[config.mk]
export PLATFORM = sky130hd
export DESIGN_NAME = pcd_port4
export DESIGN_NICKNAME = d
export VERILOG_FILES = /design/src/verilog/pcd_pkg.sv /design/src/verilog/pcd_addr_match.sv /design/src/verilog/pcd_pin_mux.sv /design/src/verilog/pcd_port4.sv
export SDC_FILE = /design/constraint.sdc
export NUM_CORES = 1
export LEC_CHECK = 0
export BUFFER_PORTS_ARGS = -buffer_cell sky130_fd_sc_hd__buf_2
export CORE_ASPECT_RATIO = 0.5
export CORE_UTILIZATION = 35
export DETAILED_ROUTE_END_ITERATION = 8
export PLACE_DENSITY = 0.6
export SYNTH_ARGS = -nofsm -noshare
export SYNTH_HDL_FRONTEND = slang
export SYNTH_SLANG_ARGS = --single-unit
[constraint.sdc]
create_clock -name clk -period 1.6 [get_ports clk]
set_input_delay 0.32 -clock clk [delete_from_list [all_inputs] [get_ports clk]]
set_output_delay 0.32 -clock clk [all_outputs]
set_load 0.1 [all_outputs]
[src/verilog/pcd_pkg.sv]
package pcd_pkg;

  // special-function register offsets on the core's register port
  localparam logic [7:0] PCD_OFS_POLARITY   = 8'hae;
  localparam logic [7:0] PCD_OFS_CTRL_LO    = 8'hc2;
  localparam logic [7:0] PCD_OFS_CTRL_HI    = 8'hc3;
  localparam logic [7:0] PCD_OFS_DATA       = 8'hd8;
  localparam logic [7:0] PCD_OFS_PIN0_LO    = 8'h84;
  localparam logic [7:0] PCD_OFS_PIN0_HI    = 8'h85;
  localparam logic [7:0] PCD_OFS_PIN1_LO    = 8'h94;
  localparam logic [7:0] PCD_OFS_PIN1_HI    = 8'h95;
  localparam logic [7:0] PCD_OFS_PIN2_LO    = 8'hac;
  localparam logic [7:0] PCD_OFS_PIN2_HI    = 8'had;
  localparam logic [7:0] PCD_OFS_PIN3_LO    = 8'hb4;
  localparam logic [7:0] PCD_OFS_PIN3_HI    = 8'hb5;

  // field positions inside a control byte (upper pin / lower pin half)
  localparam int         PCD_FUNC_UP_LSB    = 6;
  localparam int         PCD_CMP_UP_LSB     = 4;
  localparam int         PCD_FUNC_DN_LSB    = 2;
  localparam int         PCD_CMP_DN_LSB     = 0;
  // polarity bits sit in bits 7..4, pin 3 at the top
  localparam int         PCD_POL_LSB        = 4;

  // reset values
  localparam logic [7:0] PCD_RST_CTRL       = 8'h00;
  localparam logic [3:0] PCD_RST_POL        = 4'h0;
  localparam logic [3:0] PCD_RST_DATA       = 4'hf;
  localparam logic [15:0] PCD_RST_BASE      = 16'h0000;

  typedef enum logic [1:0] {
    PCD_GPIO = 2'h0,
    PCD_RD   = 2'h1,
    PCD_WR   = 2'h2,
    PCD_RW   = 2'h3
  } pcd_func_e;

  typedef struct packed {
    logic [7:0] addr;
    logic       wr;
    logic       rd;
    logic [7:0] wdata;
  } pcd_sfr_req_s;

  typedef struct packed {
    logic [15:0] addr;
    logic        rd_n;
    logic        wr_n;
  } pcd_xbus_s;

  typedef struct packed {
    logic [3:0] out;
    logic [3:0] oe;
  } pcd_pins_s;

endpackage

[src/verilog/pcd_addr_match.sv]
`timescale 1ns/1ns
`default_nettype none
module pcd_addr_match
  import pcd_pkg::*;
(
  // address and window
  input  wire logic [15:0] addr,
  input  wire logic [15:0] base,
  input  wire logic [1:0]  cmp_len,
  // result
  output logic             hit
);
  logic [15:0] mask;

  always_comb begin
    unique case (cmp_len)
      2'h0: mask = 16'hffff;
      2'h1: mask = 16'hfffe;
      2'h2: mask = 16'hfffc;
      2'h3: mask = 16'hff00;
    endcase
    hit = ((addr ^ base) & mask) == 16'h0000;
  end
endmodule
`default_nettype wire

[src/verilog/pcd_pin_mux.sv]
`timescale 1ns/1ns
`default_nettype none
module pcd_pin_mux
  import pcd_pkg::*;
(
  // configuration
  input  wire pcd_func_e func,
  input  wire logic      pol,
  // cycle state
  input  wire logic      hit,
  input  wire logic      rd_n,
  input  wire logic      wr_n,
  input  wire logic      gpio_bit,
  // pin drive
  output logic           out,
  output logic           oe
);
  logic active;

  always_comb begin
    unique case (func)
      PCD_GPIO: active = 1'b0;
      PCD_RD:   active = hit & ~rd_n;
      PCD_WR:   active = hit & ~wr_n;
      PCD_RW:   active = hit & (~rd_n | ~wr_n);
    endcase
    if (func == PCD_GPIO) begin
      // quasi-bidirectional: only a low is driven, the pull-up gives high
      out = 1'b0;
      oe  = ~gpio_bit;
    end else begin
      // idle level is the inverse of the active level
      out = pol ? active : ~active;
      oe  = 1'b1;
    end
  end
endmodule
`default_nettype wire

[src/verilog/pcd_port4.sv]
// Contract
// function 00: plain quasi-bidirectional port bit
// function 01: strobe on matching read cycles
// function 10: strobe on matching write cycles
// function 11: strobe on matching read or write
// length 00: compare all sixteen address bits
// length 01: ignore address bit zero
// length 10: ignore two lowest address bits
// length 11: compare only the high byte
// upper control: pin3 bits 7..4, pin2 3..0
// lower control: pin1 bits 7..4, pin0 3..0
// pin3 polarity: one high, zero low active
// pins 2..0 polarity in bits 6..4
// per-pin base address in two bytes
// data bits 3..0 drive general-purpose pins
// matching data write gives write strobe
// strobes follow core read/write enable pulses
// pins 2, 3 feed extra interrupts
// idle strobe pin holds its inactive level
`timescale 1ns/1ns
`default_nettype none
module pcd_port4
  import pcd_pkg::*;
(
  // clock and reset
  input  wire logic               clk,
  input  wire logic               resetn,
  // core register port
  input  wire pcd_pkg::pcd_sfr_req_s sfr_req,
  output logic [7:0]              sfr_rdata,
  output logic                    sfr_hit,
  // core external data cycle
  input  wire pcd_pkg::pcd_xbus_s xbus,
  // pins
  input  wire logic [3:0]         pin_in,
  output var pcd_pkg::pcd_pins_s  pins,
  // extra interrupt enables and inputs towards the interrupt logic
  input  wire logic               irq_a_en,
  input  wire logic               irq_b_en,
  output logic                    extra_ext_irq_a_n,
  output logic                    extra_ext_irq_b_n
);
  import pcd_pkg::*;

  typedef struct packed {
    logic [3:0]       pol;
    logic [7:0]       ctrl_lo;
    logic [7:0]       ctrl_hi;
    logic [3:0]       data;
    logic [3:0][15:0] base;
    pcd_pins_s        pins;
    logic [7:0]       rdata;
    logic             hit;
    logic             irq_a_n;
    logic             irq_b_n;
  } pcd_state_s;

  pcd_state_s st_reg;
  pcd_state_s st_next;

  logic [3:0]      hit_w;
  pcd_func_e [3:0] func_w;
  logic [3:0][1:0] cmp_w;
  pcd_pins_s       pins_w;

  // pin 3/1 in the high half of a control byte, pin 2/0 in the low half
  assign func_w[3] = pcd_func_e'(st_reg.ctrl_hi[PCD_FUNC_UP_LSB +: 2]);
  assign cmp_w[3]  = st_reg.ctrl_hi[PCD_CMP_UP_LSB +: 2];
  assign func_w[2] = pcd_func_e'(st_reg.ctrl_hi[PCD_FUNC_DN_LSB +: 2]);
  assign cmp_w[2]  = st_reg.ctrl_hi[PCD_CMP_DN_LSB +: 2];
  assign func_w[1] = pcd_func_e'(st_reg.ctrl_lo[PCD_FUNC_UP_LSB +: 2]);
  assign cmp_w[1]  = st_reg.ctrl_lo[PCD_CMP_UP_LSB +: 2];
  assign func_w[0] = pcd_func_e'(st_reg.ctrl_lo[PCD_FUNC_DN_LSB +: 2]);
  assign cmp_w[0]  = st_reg.ctrl_lo[PCD_CMP_DN_LSB +: 2];

  for (genvar i = 0; i < 4; i++) begin : g_pin
    pcd_addr_match u_match (
      .addr    (xbus.addr),
      .base    (st_reg.base[i]),
      .cmp_len (cmp_w[i]),
      .hit     (hit_w[i])
    );
    pcd_pin_mux u_mux (
      .func     (func_w[i]),
      .pol      (st_reg.pol[i]),
      .hit      (hit_w[i]),
      .rd_n     (xbus.rd_n),
      .wr_n     (xbus.wr_n),
      .gpio_bit (st_reg.data[i]),
      .out      (pins_w.out[i]),
      .oe       (pins_w.oe[i])
    );
  end

  function automatic logic [7:0] base_byte(input logic [15:0] b,
                                           input logic hi);
    base_byte = hi ? b[15:8] : b[7:0];
  endfunction

  always_comb begin
    st_next       = st_reg;
    // pins follow the core enables with one register stage of delay
    st_next.pins  = pins_w;
    st_next.hit   = 1'b0;
    st_next.rdata = 8'h00;
    // extra interrupts see the pin only in general-purpose mode
    // pin 3 feeds the second extra interrupt, pin 2 the third
    st_next.irq_a_n = ~(irq_a_en && func_w[3] == PCD_GPIO) | pin_in[3];
    st_next.irq_b_n = ~(irq_b_en && func_w[2] == PCD_GPIO) | pin_in[2];
    if (sfr_req.wr) begin
      unique case (sfr_req.addr)
        PCD_OFS_POLARITY: st_next.pol = sfr_req.wdata[PCD_POL_LSB +: 4];
        PCD_OFS_CTRL_LO:  st_next.ctrl_lo = sfr_req.wdata;
        PCD_OFS_CTRL_HI:  st_next.ctrl_hi = sfr_req.wdata;
        PCD_OFS_DATA:     st_next.data = sfr_req.wdata[3:0];
        PCD_OFS_PIN0_LO:  st_next.base[0][7:0]  = sfr_req.wdata;
        PCD_OFS_PIN0_HI:  st_next.base[0][15:8] = sfr_req.wdata;
        PCD_OFS_PIN1_LO:  st_next.base[1][7:0]  = sfr_req.wdata;
        PCD_OFS_PIN1_HI:  st_next.base[1][15:8] = sfr_req.wdata;
        PCD_OFS_PIN2_LO:  st_next.base[2][7:0]  = sfr_req.wdata;
        PCD_OFS_PIN2_HI:  st_next.base[2][15:8] = sfr_req.wdata;
        PCD_OFS_PIN3_LO:  st_next.base[3][7:0]  = sfr_req.wdata;
        PCD_OFS_PIN3_HI:  st_next.base[3][15:8] = sfr_req.wdata;
        default: ;
      endcase
    end
    if (sfr_req.rd) begin
      st_next.hit = 1'b1;
      unique case (sfr_req.addr)
        PCD_OFS_POLARITY: st_next.rdata = {st_reg.pol, 4'h0};
        PCD_OFS_CTRL_LO:  st_next.rdata = st_reg.ctrl_lo;
        PCD_OFS_CTRL_HI:  st_next.rdata = st_reg.ctrl_hi;
        // port read returns pin levels, like the standard ports
        PCD_OFS_DATA:     st_next.rdata = {4'h0, pin_in};
        PCD_OFS_PIN0_LO:  st_next.rdata = base_byte(st_reg.base[0], 1'b0);
        PCD_OFS_PIN0_HI:  st_next.rdata = base_byte(st_reg.base[0], 1'b1);
        PCD_OFS_PIN1_LO:  st_next.rdata = base_byte(st_reg.base[1], 1'b0);
        PCD_OFS_PIN1_HI:  st_next.rdata = base_byte(st_reg.base[1], 1'b1);
        PCD_OFS_PIN2_LO:  st_next.rdata = base_byte(st_reg.base[2], 1'b0);
        PCD_OFS_PIN2_HI:  st_next.rdata = base_byte(st_reg.base[2], 1'b1);
        PCD_OFS_PIN3_LO:  st_next.rdata = base_byte(st_reg.base[3], 1'b0);
        PCD_OFS_PIN3_HI:  st_next.rdata = base_byte(st_reg.base[3], 1'b1);
        default:          st_next.hit = 1'b0;
      endcase
    end
  end

  always_ff @(posedge clk or negedge resetn) begin
    if (!resetn) begin
      st_reg.pol     <= PCD_RST_POL;
      st_reg.ctrl_lo <= PCD_RST_CTRL;
      st_reg.ctrl_hi <= PCD_RST_CTRL;
      st_reg.data    <= PCD_RST_DATA;
      st_reg.base    <= {4{PCD_RST_BASE}};
      st_reg.pins    <= '0;
      st_reg.rdata   <= 8'h00;
      st_reg.hit     <= 1'b0;
      st_reg.irq_a_n <= 1'b1;
      st_reg.irq_b_n <= 1'b1;
    end else begin
      st_reg <= st_next;
    end
  end

  assign pins              = st_reg.pins;
  assign sfr_rdata         = st_reg.rdata;
  assign sfr_hit           = st_reg.hit;
  assign extra_ext_irq_a_n = st_reg.irq_a_n;
  assign extra_ext_irq_b_n = st_reg.irq_b_n;
endmodule
`default_nettype wire

==> impl_metrics.sql, run 1 <==
INSERT INTO impl_metrics (metric_group, metric, value, unit) VALUES
('cts', 'cts.reportedPaths.clkPinSlew', '70', 'ps'),
('worst_setup_path', 'setup.reg_to_reg.worst_slack', '-120', 'ps'),
('pwr', 'static-leakage-power', '3.76', 'nW'),
('worst_setup_path', 'criticalPathCategory', 'reg -> reg', ''),
('cts', 'cts_tree', 'done', ''),
('floorplan', 'top_level_ports', '63', ''),
('final_layout', 'area_of_the_multi_input_gates', '3010', 'sq um'),
('pwr', 'max-vdd-ir-drop', '0.498', 'mV'),
('yosys', 'ys_types', '56', ''),
('sta', 'fin_clk_skew', '8.85', 'ps'),
('yosys', 'ys_seq_area_share', '47.3', '%'),
('drt', 'detail_route.wl_per_cell', '21.7', 'um'),
('sta', 'maxSlewHeadroom', '67.1', '%'),
('cts', 'clk_path_buf_depth', '2', ''),
('worst_setup_path', 'critical_path.startpoint_type', 'register', ''),
('sta', 'final_hold_viol_count', '0', ''),
('drt', 'detail_route.drc_violations', '0', ''),
('floorplan', 'die_w', '182', 'um'),
('final_layout', 'largest_reg_flops', '72', ''),
('drt', 'vias', '4686', ''),
('floorplan', 'floorplan.rows', '32', ''),
('run', 'max_cap_violations', '0', ''),
('final_layout', 'nets', '707', ''),
('floorplan', 'placeableCoreArea', '15600', 'sq um'),
('cts', 'tritoncts.num_buffers', '9', ''),
('yosys', 'count_of_flip_flops_with_a_built_in_enable_after_synthesis', '0', ''),
('global_routing', 'initial_antenna_violation_count', '0', ''),
('worst_setup_path', 'cp_data_arrival_time', '1980', 'ps'),
('final_layout', 'count_of_inserted_antenna_diode_cells', '0', ''),
('sta', 'setup_viol', '4', ''),
('cts', 'cts.htree.levels', '3', ''),
('cts', 'cts_sinks', '107', ''),
('sta', 'final_min_period_over_clock_period', '108', '%'),
('cts', 'clkLatencyLatePin', '360', 'ps'),
('yosys', 'synth_warnings', '0', ''),
('sta', 'layout_setup_ws', '-121', 'ps'),
('final_layout', 'fraction_of_final_layout_cells_with_drive_strength_greater_than_1', '51.6', '%'),
('sta', 'max_freq', '0.581', 'GHz'),
('worst_setup_path', 'cp.required', '1860', 'ps'),
('sta', 'max_slew.worst_pin.slew', '497', 'ps'),
('floorplan', 'initial_core_utilization', '36.3', '%'),
('worst_setup_path', 'worst_setup_path_end_kind', 'register', ''),
('run_status', 'failed_checks', 'setup timing', ''),
('run_status', 'status', 'finished with violations', ''),
('drt', 'drtIter0Drc', '297', ''),
('worst_setup_path', 'critPathMaxStageDelay', '420', 'ps'),
('placement', 'detailed_place_hpwl', '14.6', 'mm'),
('global_routing', 'grt_first_pass_wirelength', '28.5', 'mm'),
('placement', 'io_buffer_count', '62', ''),
('sta', 'rsz0062_at_grt', 'true', ''),
('floorplan', 'die_h', '92.0', 'um'),
('yosys', 'syn_area_per_cell', '11.8', 'sq um'),
('drt', 'drtPass1Iterations', '5', ''),
('yosys', 'syn_nets', '523', ''),
('final_layout', 'nFillCells', '1444', ''),
('global_routing', 'globalRoute.totalOverflow', '0', ''),
('worst_setup_path', 'path_delay_family', 'simple AND/OR/NAND/NOR gates', ''),
('cts', 'clock-root-buffer', 'sky130_fd_sc_hd__clkbuf_16', ''),
('final_layout', 'final_cells', '871', ''),
('global_routing', 'track_usage', '23.3', '%'),
('yosys', 'synthesis.area', '5670', 'sq um'),
('placement', 'place.detailed.instances', '851', ''),
('global_routing', 'pin_count_of_the_biggest_net_entering_global_routing', '38', ''),
('pwr', 'power_density', '820', 'nW/um^2'),
('sta', 'finalMaxSlewViolations', '0', ''),
('hold_path', 'min_path_type', 'in -> reg', ''),
('yosys', 'postSynth.asyncResetShare', '100', '%'),
('yosys', 'netlist_instances', '479', ''),
('sta', 'post-route-min-period', '1720', 'ps'),
('floorplan', 'die_area', '16800', 'sq um'),
('yosys', 'synth_ff_type', 'sky130_fd_sc_hd__dfrtp_1', ''),
('worst_setup_path', 'timing.critical_path.slowest_stage_cell', 'sky130_fd_sc_hd__dfrtp_1', ''),
('final_layout', 'syn_to_final_growth', '35.0', '%'),
('drt', 'wl', '18.9', 'mm'),
('placement', 'gp_routability_congestion', '0.923', ''),
('pwr', 'p_total', '6.28', 'mW'),
('worst_setup_path', 'path_cells', 'xor2_1, nor4_1, buf_4, nand4_1, o21ai_1, nor3b_2', ''),
('drt', 'viasPerCell', '5.38', ''),
('yosys', 'ys_ff_latch', '107', ''),
('worst_setup_path', 'worstPathBufferInverterCount', '1', ''),
('worst_setup_path', 'critPathMaxFanout', '2', ''),
('final_layout', 'final-seq-area', '2690', 'sq um'),
('drt', 'ant_nets', '0', ''),
('global_routing', 'grt_pass1_vias', '4656', '');
[Yosys cell counts, types with 2 or more instances]
master | number | share of area [%]
sky130_fd_sc_hd__and3_1 | 3 | 0.33
sky130_fd_sc_hd__o21ai_0 | 11 | 0.97
sky130_fd_sc_hd__nand2_1 | 20 | 1.3
sky130_fd_sc_hd__mux2i_1 | 10 | 1.8
sky130_fd_sc_hd__a32oi_1 | 8 | 1.2
sky130_fd_sc_hd__a31oi_1 | 4 | 0.44
sky130_fd_sc_hd__nor2_1 | 18 | 1.2
sky130_fd_sc_hd__buf_2 | 6 | 0.53
sky130_fd_sc_hd__a41oi_1 | 2 | 0.31
sky130_fd_sc_hd__nand3b_1 | 2 | 0.26
sky130_fd_sc_hd__o22ai_1 | 6 | 0.66
sky130_fd_sc_hd__nor4_1 | 12 | 1.3
sky130_fd_sc_hd__a21oi_1 | 12 | 1.1
sky130_fd_sc_hd__a2bb2oi_1 | 4 | 0.62
sky130_fd_sc_hd__xor2_1 | 52 | 8.0
sky130_fd_sc_hd__nor3b_1 | 7 | 0.93
sky130_fd_sc_hd__nand3_1 | 8 | 0.71
sky130_fd_sc_hd__clkbuf_1 | 14 | 0.93
sky130_fd_sc_hd__mux4_2 | 2 | 0.79
sky130_fd_sc_hd__inv_1 | 6 | 0.40
sky130_fd_sc_hd__and2b_1 | 2 | 0.26
sky130_fd_sc_hd__dfrtp_1 | 101 | 45
sky130_fd_sc_hd__xnor2_1 | 12 | 1.9
sky130_fd_sc_hd__a221oi_1 | 5 | 0.77
sky130_fd_sc_hd__nand4_1 | 6 | 0.66
sky130_fd_sc_hd__a22oi_1 | 8 | 1.1
sky130_fd_sc_hd__nor3_1 | 6 | 0.53
sky130_fd_sc_hd__dfstp_2 | 6 | 2.8
sky130_fd_sc_hd__mux2_2 | 94 | 19
sky130_fd_sc_hd__nor2b_1 | 6 | 0.66
[power by group]
group	leakage (nW)	switching (mW)	internal [mW]
sequential	1.42	0.102	2.83
clock	0.142	1.03	1.25
combinational	2.20	0.604	0.465
total	3.76	1.73	4.55
[kinds of logic after synthesis]
kind of cell | share of synthesized area (%)
compound gates | 7.83
xor+xnor | 9.88
buf+inv | 2.25
flops | 47.3
mux | 21.2
simple gates | 11.5
[placed cells by master (no fill, tap or decap), types with 4 or more instances in the layout]
| master | instances |
|---|---|
| sky130_fd_sc_hd__nor3_2 | 5 |
| sky130_fd_sc_hd__a21oi_1 | 12 |
| sky130_fd_sc_hd__o21ai_0 | 7 |
| sky130_fd_sc_hd__nand3_1 | 5 |
| sky130_fd_sc_hd__o22ai_1 | 6 |
| sky130_fd_sc_hd__dfstp_2 | 6 |
| sky130_fd_sc_hd__a2bb2oi_1 | 4 |
| sky130_fd_sc_hd__buf_2 | 59 |
| sky130_fd_sc_hd__xnor2_1 | 12 |
| sky130_fd_sc_hd__inv_1 | 6 |
| sky130_fd_sc_hd__nor4_1 | 6 |
| sky130_fd_sc_hd__o21ai_1 | 4 |
| sky130_fd_sc_hd__a32oi_1 | 7 |
| sky130_fd_sc_hd__nand4_1 | 6 |
| sky130_fd_sc_hd__nand2_1 | 18 |
| sky130_fd_sc_hd__dfrtp_1 | 101 |
| sky130_fd_sc_hd__nor2_1 | 18 |
| sky130_fd_sc_hd__a221oi_1 | 4 |
| sky130_fd_sc_hd__clkbuf_16 | 9 |
| sky130_fd_sc_hd__buf_12 | 5 |
| sky130_fd_sc_hd__a31oi_1 | 4 |
| sky130_fd_sc_hd__a22oi_1 | 8 |
| sky130_fd_sc_hd__xor2_1 | 52 |
| sky130_fd_sc_hd__nor3b_2 | 6 |
| sky130_fd_sc_hd__mux2i_1 | 10 |
| sky130_fd_sc_hd__nor4_2 | 6 |
| sky130_fd_sc_hd__mux2_2 | 93 |
| sky130_fd_sc_hd__nor2b_1 | 6 |
| sky130_fd_sc_hd__buf_4 | 130 |
[area by class of cell]
class / count / share of cell area, %
Tap cell: 204 / 3.33
Inverter: 6 / 0.294
Clock inverter: 4 / 0.670
Sequential cell: 107 / 35.0
Multi-Input combinational cell: 343 / 39.3
Clock buffer: 11 / 3.17
Timing Repair Buffer: 196 / 18.2
[worst paths after layout]
| path | depth (start not counted) | startpoint | to |
|---|---|---|---|
| setup / recovery | 6 | st_reg[30] | pins[4] |
| hold / removal | 2 | irq_b_en | extra_ext_irq_b_n |
| setup reg to reg | 6 | st_reg[30] | pins[4] |
| hold reg to reg | 1 | st_reg[84] | pins[1] |
| max in group asynchronous | 3 | resetn | st_reg[83] |
| min in group asynchronous | 2 | resetn | st_reg[33] |
[worst register-to-register path, stage by stage, from the launching register on]
cell	delay, ps
sky130_fd_sc_hd__dfrtp_1	420
sky130_fd_sc_hd__xor2_1	180
sky130_fd_sc_hd__nor4_1	280
sky130_fd_sc_hd__buf_4	180
sky130_fd_sc_hd__nand4_1	190
sky130_fd_sc_hd__o21ai_1	180
sky130_fd_sc_hd__nor3b_2	200
[metal layers]
| layer | global-route usage, % | wire length (um) | share of wire (%) | up-vias |
|---|---|---|---|---|
| met5 | 0 | 0 | 0 | - |
| li1 | - | - | - | 2125 |
| met2 | 34.9 | 8250 | 44 | 161 |
| met4 | 5.81 | 278 | 1.5 | 0 |
| met3 | 7.39 | 1510 | 8.0 | 22 |
| met1 | 32.6 | 8830 | 47 | 2378 |
[through the flow]
stage	util, %	area (sq um)	setup TNS (ps)	hold WS [ps]	setup slack (ps)
6_report	49.1	7660	-297	109	-121
5_1_grt	49.1	7660	-648	120	-171
4_1_cts	48.5	7580	-245	105	-109
3_5_place_dp	46.2	7210	-19220	275	-299
3_3_place_gp	46.2	7210	-18050	272	-292
2_1_floorplan	-	5730	-2240	24.4	-119
[timing repair]
action / CTS / global route
setup buffers: 1 / 3
endpoints found under the hold margin: 19 / 0
hold buffers: 1 / 0
gates cloned: 0 / 0
pin swaps: 14 / 12
resized for setup: 16 / 10
setup endpoints to repair: 6 / 14
Power figures use the tool's default switching activity.
==> run 2, diff against run 1 <==
CORE_UTILIZATION = 50   (was 35)
PLACE_DENSITY = 0.78   (was 0.6)
==> run 2 against run 1 <==
- sequential share of layout area grew 1.1 points
- total power shrank 0.36%
- worst setup slack gained 51 ps
- combinational power shrank 4%
- hold slack gained 16 ps
- first-iteration DRC count grew 65%
- critical endpoint is now pins[5]
- largest cell class unchanged
- sequential cell count is the same
- the run ends with DRC, setup timing left
- clock power is essentially flat
- highest routed layer unchanged
- critical path depth is the same
==> impl_metrics.sql, run 2 (synthesized netlist as in run 1, its figures left out) <==
INSERT INTO impl_metrics (metric_group, metric, value, unit) VALUES
('run_status', 'status', 'finished with violations', ''),
('run_status', 'failed_checks', 'DRC, setup timing', ''),
('worst_setup_path', 'criticalPathCategory', 'reg -> reg', ''),
('hold_path', 'min_path_type', 'in -> reg', ''),
('worst_setup_path', 'critPathMaxFanout', '2', ''),
('final_layout', 'largest_reg_flops', '72', ''),
('global_routing', 'pin_count_of_the_biggest_net_entering_global_routing', '41', ''),
('floorplan', 'die_w', '153', 'um'),
('drt', 'drtPass1Iterations', '7', ''),
('sta', 'fin_clk_skew', '5.80', 'ps'),
('global_routing', 'globalRoute.totalOverflow', '0', ''),
('final_layout', 'fraction_of_final_layout_cells_with_drive_strength_greater_than_1', '50.1', '%'),
('placement', 'gp_routability_congestion', '0.936', ''),
('drt', 'detail_route.wl_per_cell', '23.0', 'um'),
('pwr', 'cellInternalPower', '4.52', 'mW'),
('sta', 'rsz0062_at_grt', 'true', ''),
('final_layout', 'nets', '684', ''),
('worst_setup_path', 'setup.reg_to_reg.worst_slack', '-70', 'ps'),
('final_layout', 'syn_to_final_growth', '30.8', '%'),
('worst_setup_path', 'critical_path.startpoint_type', 'register', ''),
('floorplan', 'die_h', '77.3', 'um'),
('pwr', 'power_density', '843', 'nW/um^2'),
('sta', 'final_hold_viol_count', '0', ''),
('sta', 'layout_setup_ws', '-70.2', 'ps'),
('final_layout', 'count_of_inserted_antenna_diode_cells', '0', ''),
('worst_setup_path', 'worst_setup_path_end_kind', 'register', ''),
('global_routing', 'grt_first_pass_wirelength', '27.3', 'mm'),
('sta', 'finalMaxSlewViolations', '0', ''),
('pwr', 'power_share_of_the_clock_group', '36.5', '%'),
('pwr', 'comb_power_share', '16.5', '%'),
('drt', 'vias', '4869', ''),
('final_layout', 'nFillCells', '773', ''),
('sta', 'post-route-min-period', '1670', 'ps'),
('pwr', 'net_sw_share', '27.7', '%'),
('worst_setup_path', 'cp.required', '1850', 'ps'),
('placement', 'detailedPlace.worstSlack', '-316', 'ps'),
('cts', 'cts.htree.levels', '3', ''),
('floorplan', 'initial_core_utilization', '51.5', '%'),
('final_layout', 'highest_count_cells_in_the_layout_ignoring_fill_and_taps', '106 x sky130_fd_sc_hd__buf_4, 101 x sky130_fd_sc_hd__dfrtp_1, 93 x sky130_fd_sc_hd__mux2_2', ''),
('cts', 'cts.reportedPaths.clkPinSlew', '70', 'ps'),
('pwr', 'static-leakage-power', '3.65', 'nW'),
('cts', 'clkLatencyLatePin', '340', 'ps'),
('floorplan', 'die_area', '11800', 'sq um'),
('sta', 'final_min_period_over_clock_period', '104', '%'),
('floorplan', 'top_level_ports', '63', ''),
('drt', 'wl', '18.2', 'mm'),
('sta', 'setup_viol', '4', ''),
('pwr', 'net-switching-power', '1.73', 'mW'),
('sta', 'max_freq', '0.599', 'GHz'),
('placement', 'io_buffer_count', '62', ''),
('floorplan', 'floorplan.rows', '27', ''),
('sta', 'maxSlewHeadroom', '67.3', '%'),
('placement', 'detailed_place_hpwl', '13.2', 'mm'),
('cts', 'cts_sinks', '107', ''),
('final_layout', 'layout.cells.most_common', 'sky130_fd_sc_hd__buf_4', ''),
('drt', 'ant_nets', '0', ''),
('pwr', 'max-vdd-ir-drop', '0.605', 'mV'),
('cts', 'tritoncts.num_buffers', '9', ''),
('pwr', 'power.share.sequential', '47.0', '%'),
('cts', 'cts_tree', 'done', ''),
('cts', 'clk_path_buf_depth', '2', ''),
('sta', 'max_slew.worst_pin.slew', '494', 'ps'),
('global_routing', 'grt_pass1_vias', '4676', ''),
('floorplan', 'placeableCoreArea', '11000', 'sq um'),
('global_routing', 'track_usage', '31.5', '%'),
('cts', 'clock-root-buffer', 'sky130_fd_sc_hd__clkbuf_16', ''),
('placement', 'place.detailed.instances', '772', ''),
('drt', 'viasPerCell', '6.16', ''),
('global_routing', 'initial_antenna_violation_count', '0', ''),
('final_layout', 'final_cells', '790', ''),
('drt', 'drtIter0Drc', '490', ''),
('drt', 'detail_route.drc_violations', '4', ''),
('run', 'max_cap_violations', '0', ''),
('worst_setup_path', 'cp_data_arrival_time', '1920', 'ps');
run 2: cell count changes in the layout (fill, tap and decap cells not counted), sizes merged:
cell    delta
buf       -24
clkinv     +2
run 2: layout make-up:
| type | instances | area [sq um] | area share [%] |
|---|---|---|---|
| Clock buffer | 10 | 239 | 3.22 |
| Clock inverter | 6 | 65.1 | 0.877 |
| Inverter | 6 | 22.5 | 0.303 |
| Multi-Input combinational cell | 343 | 3010 | 40.5 |
| Sequential cell | 107 | 2690 | 36.2 |
| Tap cell | 145 | 181 | 2.44 |
| Timing Repair Buffer | 173 | 1220 | 16.4 |
run 2: repair_timing:
action / CTS / global route
resized for setup: 14 / 12
hold endpoints to repair: 17 / 0
setup buffers: 0 / 1
pin swaps: 5 / 7
hold buffers: 1 / 0
endpoints found under the setup margin: 5 / 25
run 2: routing by layer:
metal / global-route usage, % / wire (um)
met2: 48.0 / 8010
met3: 7.57 / 1810
met1: 45.3 / 8090
met4: 6.97 / 297
met5: 0 / 0
run 2: path summary, 6_finish.rpt:
check | start | cells past startpoint | endpoint
min | irq_b_en | 2 | extra_ext_irq_b_n
min in group asynchronous | resetn | 2 | st_reg[52]
max reg2reg | st_reg[47] | 6 | pins[5]
max | st_reg[47] | 6 | pins[5]
max in group asynchronous | resetn | 3 | st_reg[48]
min reg2reg | st_reg[85] | 1 | pins[2]
run 2: through the flow:
stage	instance area [sq um]	utilization [%]	setup TNS (ps)	hold WS (ps)	total power, mW
3_5_place_dp	6990	63.4	-20530	233	3.95
5_1_grt	7420	67.4	-716	136	6.44
2_1_floorplan	5730	-	-2240	24.4	3.48
4_1_cts	7350	66.7	-88.9	122	6.23
3_3_place_gp	6990	63.4	-18900	233	3.93
6_report	7420	67.4	-151	125	6.26
run 2: worst max-delay path: stages, from the launching register on:
cell and delay, ps:
sky130_fd_sc_hd__dfrtp_1 400, sky130_fd_sc_hd__xor2_1 190, sky130_fd_sc_hd__nor4_2 280, sky130_fd_sc_hd__buf_4 170, sky130_fd_sc_hd__nand4_1 150, sky130_fd_sc_hd__o21ai_1 170, sky130_fd_sc_hd__nor3b_2 210
run 2: power groups by stage:
stage / sequential, mW / combinational (mW) / clock (mW)
finish: 2.94 / 1.03 / 2.28
global placement: 2.98 / 0.947 / 0
global route: 2.95 / 1.08 / 2.40
CTS: 2.94 / 0.992 / 2.30
floorplan: 3.07 / 0.408 / 0
detailed placement: 2.99 / 0.965 / 0
==> run 3, diff against run 2 <==
PLACE_DENSITY = 0.8   (was 0.78)
clock period = 1.53 ns   (was 1.6 ns; I/O delays follow)
==> run 3 against run 2 <==
- critical path type unchanged
- the run still ends with DRC, setup timing left
- non-clock buffer count up 7
- clock skew about the same
- largest cell class unchanged
- hold slack worse by 5.3 ps
- utilization up 1.4 points
- critical endpoint is now pins[4]
- largest power group unchanged
==> impl_metrics.sql, run 3 (synthesized netlist as in run 1, its figures left out) <==
INSERT INTO impl_metrics (metric_group, metric, value, unit) VALUES
('drt', 'wl', '18.3', 'mm'),
('final_layout', 'nFillCells', '748', ''),
('worst_setup_path', 'critical_path.startpoint_type', 'register', ''),
('floorplan', 'placeableCoreArea', '11000', 'sq um'),
('placement', 'detailed_place_hpwl', '13.1', 'mm'),
('sta', 'post-route-min-period', '1730', 'ps'),
('worst_setup_path', 'path_cells', 'xor2_1, nor4_1, buf_4, nand4_1, o21ai_1, nor3b_2', ''),
('worst_setup_path', 'worst_setup_path_end_kind', 'register', ''),
('drt', 'detail_route.drc_violations', '4', ''),
('drt', 'ant_nets', '0', ''),
('drt', 'vias', '4905', ''),
('floorplan', 'die_h', '77.3', 'um'),
('global_routing', 'globalRoute.totalOverflow', '0', ''),
('sta', 'final_min_period_over_clock_period', '113', '%'),
('cts', 'clock-root-buffer', 'sky130_fd_sc_hd__clkbuf_16', ''),
('global_routing', 'initial_antenna_violation_count', '3', ''),
('final_layout', 'highest_count_cells_in_the_layout_ignoring_fill_and_taps', '110 x sky130_fd_sc_hd__buf_4, 101 x sky130_fd_sc_hd__dfrtp_1, 93 x sky130_fd_sc_hd__mux2_2', ''),
('worst_setup_path', 'critPathMaxFanout', '2', ''),
('drt', 'viasPerCell', '6.15', ''),
('final_layout', 'syn_to_final_growth', '33.5', '%'),
('hold_path', 'min_path_type', 'in -> reg', ''),
('run', 'max_cap_violations', '0', ''),
('sta', 'rsz0062_at_grt', 'true', ''),
('cts', 'clk_path_buf_depth', '2', ''),
('sta', 'max_freq', '0.578', 'GHz'),
('sta', 'maxSlewHeadroom', '67.7', '%'),
('pwr', 'power_density', '863', 'nW/um^2'),
('final_layout', 'largest_reg_flops', '72', ''),
('placement', 'place.detailed.instances', '772', ''),
('worst_setup_path', 'critPathMaxStageDelay', '400', 'ps'),
('final_layout', 'final_cells', '797', ''),
('run_status', 'status', 'finished with violations', ''),
('final_layout', 'fraction_of_final_layout_cells_with_drive_strength_greater_than_1', '51.8', '%'),
('pwr', 'max-vdd-ir-drop', '0.494', 'mV'),
('cts', 'cts.reportedPaths.clkPinSlew', '70', 'ps'),
('floorplan', 'initial_core_utilization', '51.5', '%'),
('floorplan', 'top_level_ports', '63', ''),
('floorplan', 'die_area', '11800', 'sq um'),
('sta', 'layout_setup_ws', '-202', 'ps'),
('pwr', 'static-leakage-power', '3.73', 'nW'),
('sta', 'finalMaxSlewViolations', '0', ''),
('global_routing', 'grt_first_pass_wirelength', '27.6', 'mm'),
('cts', 'clkLatencyLatePin', '350', 'ps'),
('worst_setup_path', 'path_delay_family', 'simple AND/OR/NAND/NOR gates', ''),
('global_routing', 'grt_pass1_vias', '4932', ''),
('drt', 'drtPass1Iterations', '8', ''),
('floorplan', 'floorplan.rows', '27', ''),
('worst_setup_path', 'cp_data_arrival_time', '2000', 'ps'),
('sta', 'max_slew.worst_pin.slew', '488', 'ps'),
('floorplan', 'die_w', '153', 'um'),
('worst_setup_path', 'timing.critical_path.slowest_stage_cell', 'sky130_fd_sc_hd__dfrtp_1', ''),
('placement', 'io_buffer_count', '62', ''),
('cts', 'cts_sinks', '107', ''),
('placement', 'gp_routability_congestion', '0.958', ''),
('run_status', 'failed_checks', 'DRC, setup timing', ''),
('drt', 'detail_route.wl_per_cell', '23.0', 'um'),
('cts', 'cts.htree.levels', '3', ''),
('sta', 'finalHoldWorstSlack', '120', 'ps'),
('final_layout', 'nets', '691', ''),
('worst_setup_path', 'cp.required', '1790', 'ps'),
('cts', 'cts_tree', 'done', ''),
('sta', 'fin_clk_skew', '5.55', 'ps'),
('worst_setup_path', 'criticalPathCategory', 'reg -> reg', ''),
('cts', 'tritoncts.num_buffers', '9', ''),
('sta', 'setup_viol', '4', ''),
('worst_setup_path', 'worstPathBufferInverterCount', '1', ''),
('final_layout', 'count_of_inserted_antenna_diode_cells', '0', ''),
('sta', 'final_hold_viol_count', '0', ''),
('global_routing', 'pin_count_of_the_biggest_net_entering_global_routing', '43', ''),
('global_routing', 'track_usage', '31.7', '%'),
('final_layout', 'layout.cells.most_common', 'sky130_fd_sc_hd__buf_4', ''),
('drt', 'drtIter0Drc', '499', '');
==> run 3: cell count changes in the layout (fill, tap and decap cells not counted), sizes merged <==
cell      previous run  this run
buf                171       179
clkinvlp             1         0
clkbuf              11        13
clkinv               4         2
inv                  6         7
bufinv               1         0
==> run 3: power by group <==
part | internal (mW) | switching [mW] | leakage, nW
clock | 1.29 | 1.07 | 0.152
sequential | 2.96 | 0.119 | 1.42
combinational | 0.473 | 0.634 | 2.15
total | 4.72 | 1.82 | 3.73
==> run 3: layout make-up <==
| class | instances | area, sq um | share of cell area, % |
|---|---|---|---|
| Timing Repair Buffer | 180 | 1330 | 17.6 |
| Multi-Input combinational cell | 343 | 3050 | 40.3 |
| Tap cell | 145 | 181 | 2.40 |
| Clock inverter | 3 | 18.8 | 0.248 |
| Clock buffer | 13 | 280 | 3.70 |
| Sequential cell | 107 | 2690 | 35.5 |
| Inverter | 6 | 22.5 | 0.297 |
==> run 3: timing repair <==
action                                 4_1_cts  5_1_grt
setup buffers                                5        3
pin swaps                                   11       11
gates resized for setup                     15       18
endpoints found under the hold margin       20        0
setup endpoints to repair                    6       39
hold buffers                                 1        0
==> run 3: layer usage <==
layer  part of all wire (%)  track usage, %
met5                   0.15               0
met4                    3.2            10.5
met3                     11            11.4
met2                     45            49.7
met1                     41            40.8
==> run 3: worst paths after layout <==
kind	startpoint	endpoint	slack [ps]	cells after the start
setup / recovery	st_reg[33]	pins[4]	-200	6
hold / removal	irq_b_en	extra_ext_irq_b_n	120	2
setup reg to reg	st_reg[33]	pins[4]	-200	6
hold reg to reg	st_reg[84]	pins[1]	440	1
max in group asynchronous	resetn	st_reg[43]	540	3
min in group asynchronous	resetn	func_w[3]	420	2
==> run 3: stage by stage <==
stage	setup slack (ps)	power, mW	TNS [ps]	cell area (sq um)	util [%]
after global routing	-259	6.73	-896	7570	68.8
final	-202	6.54	-577	7570	68.8
after detailed placement	-375	4.15	-25030	7060	64.1
after CTS	-118	6.48	-413	7460	67.7
after global placement	-294	4.12	-22310	7060	64.1
after floorplan	-174	3.64	-5410	5740	-
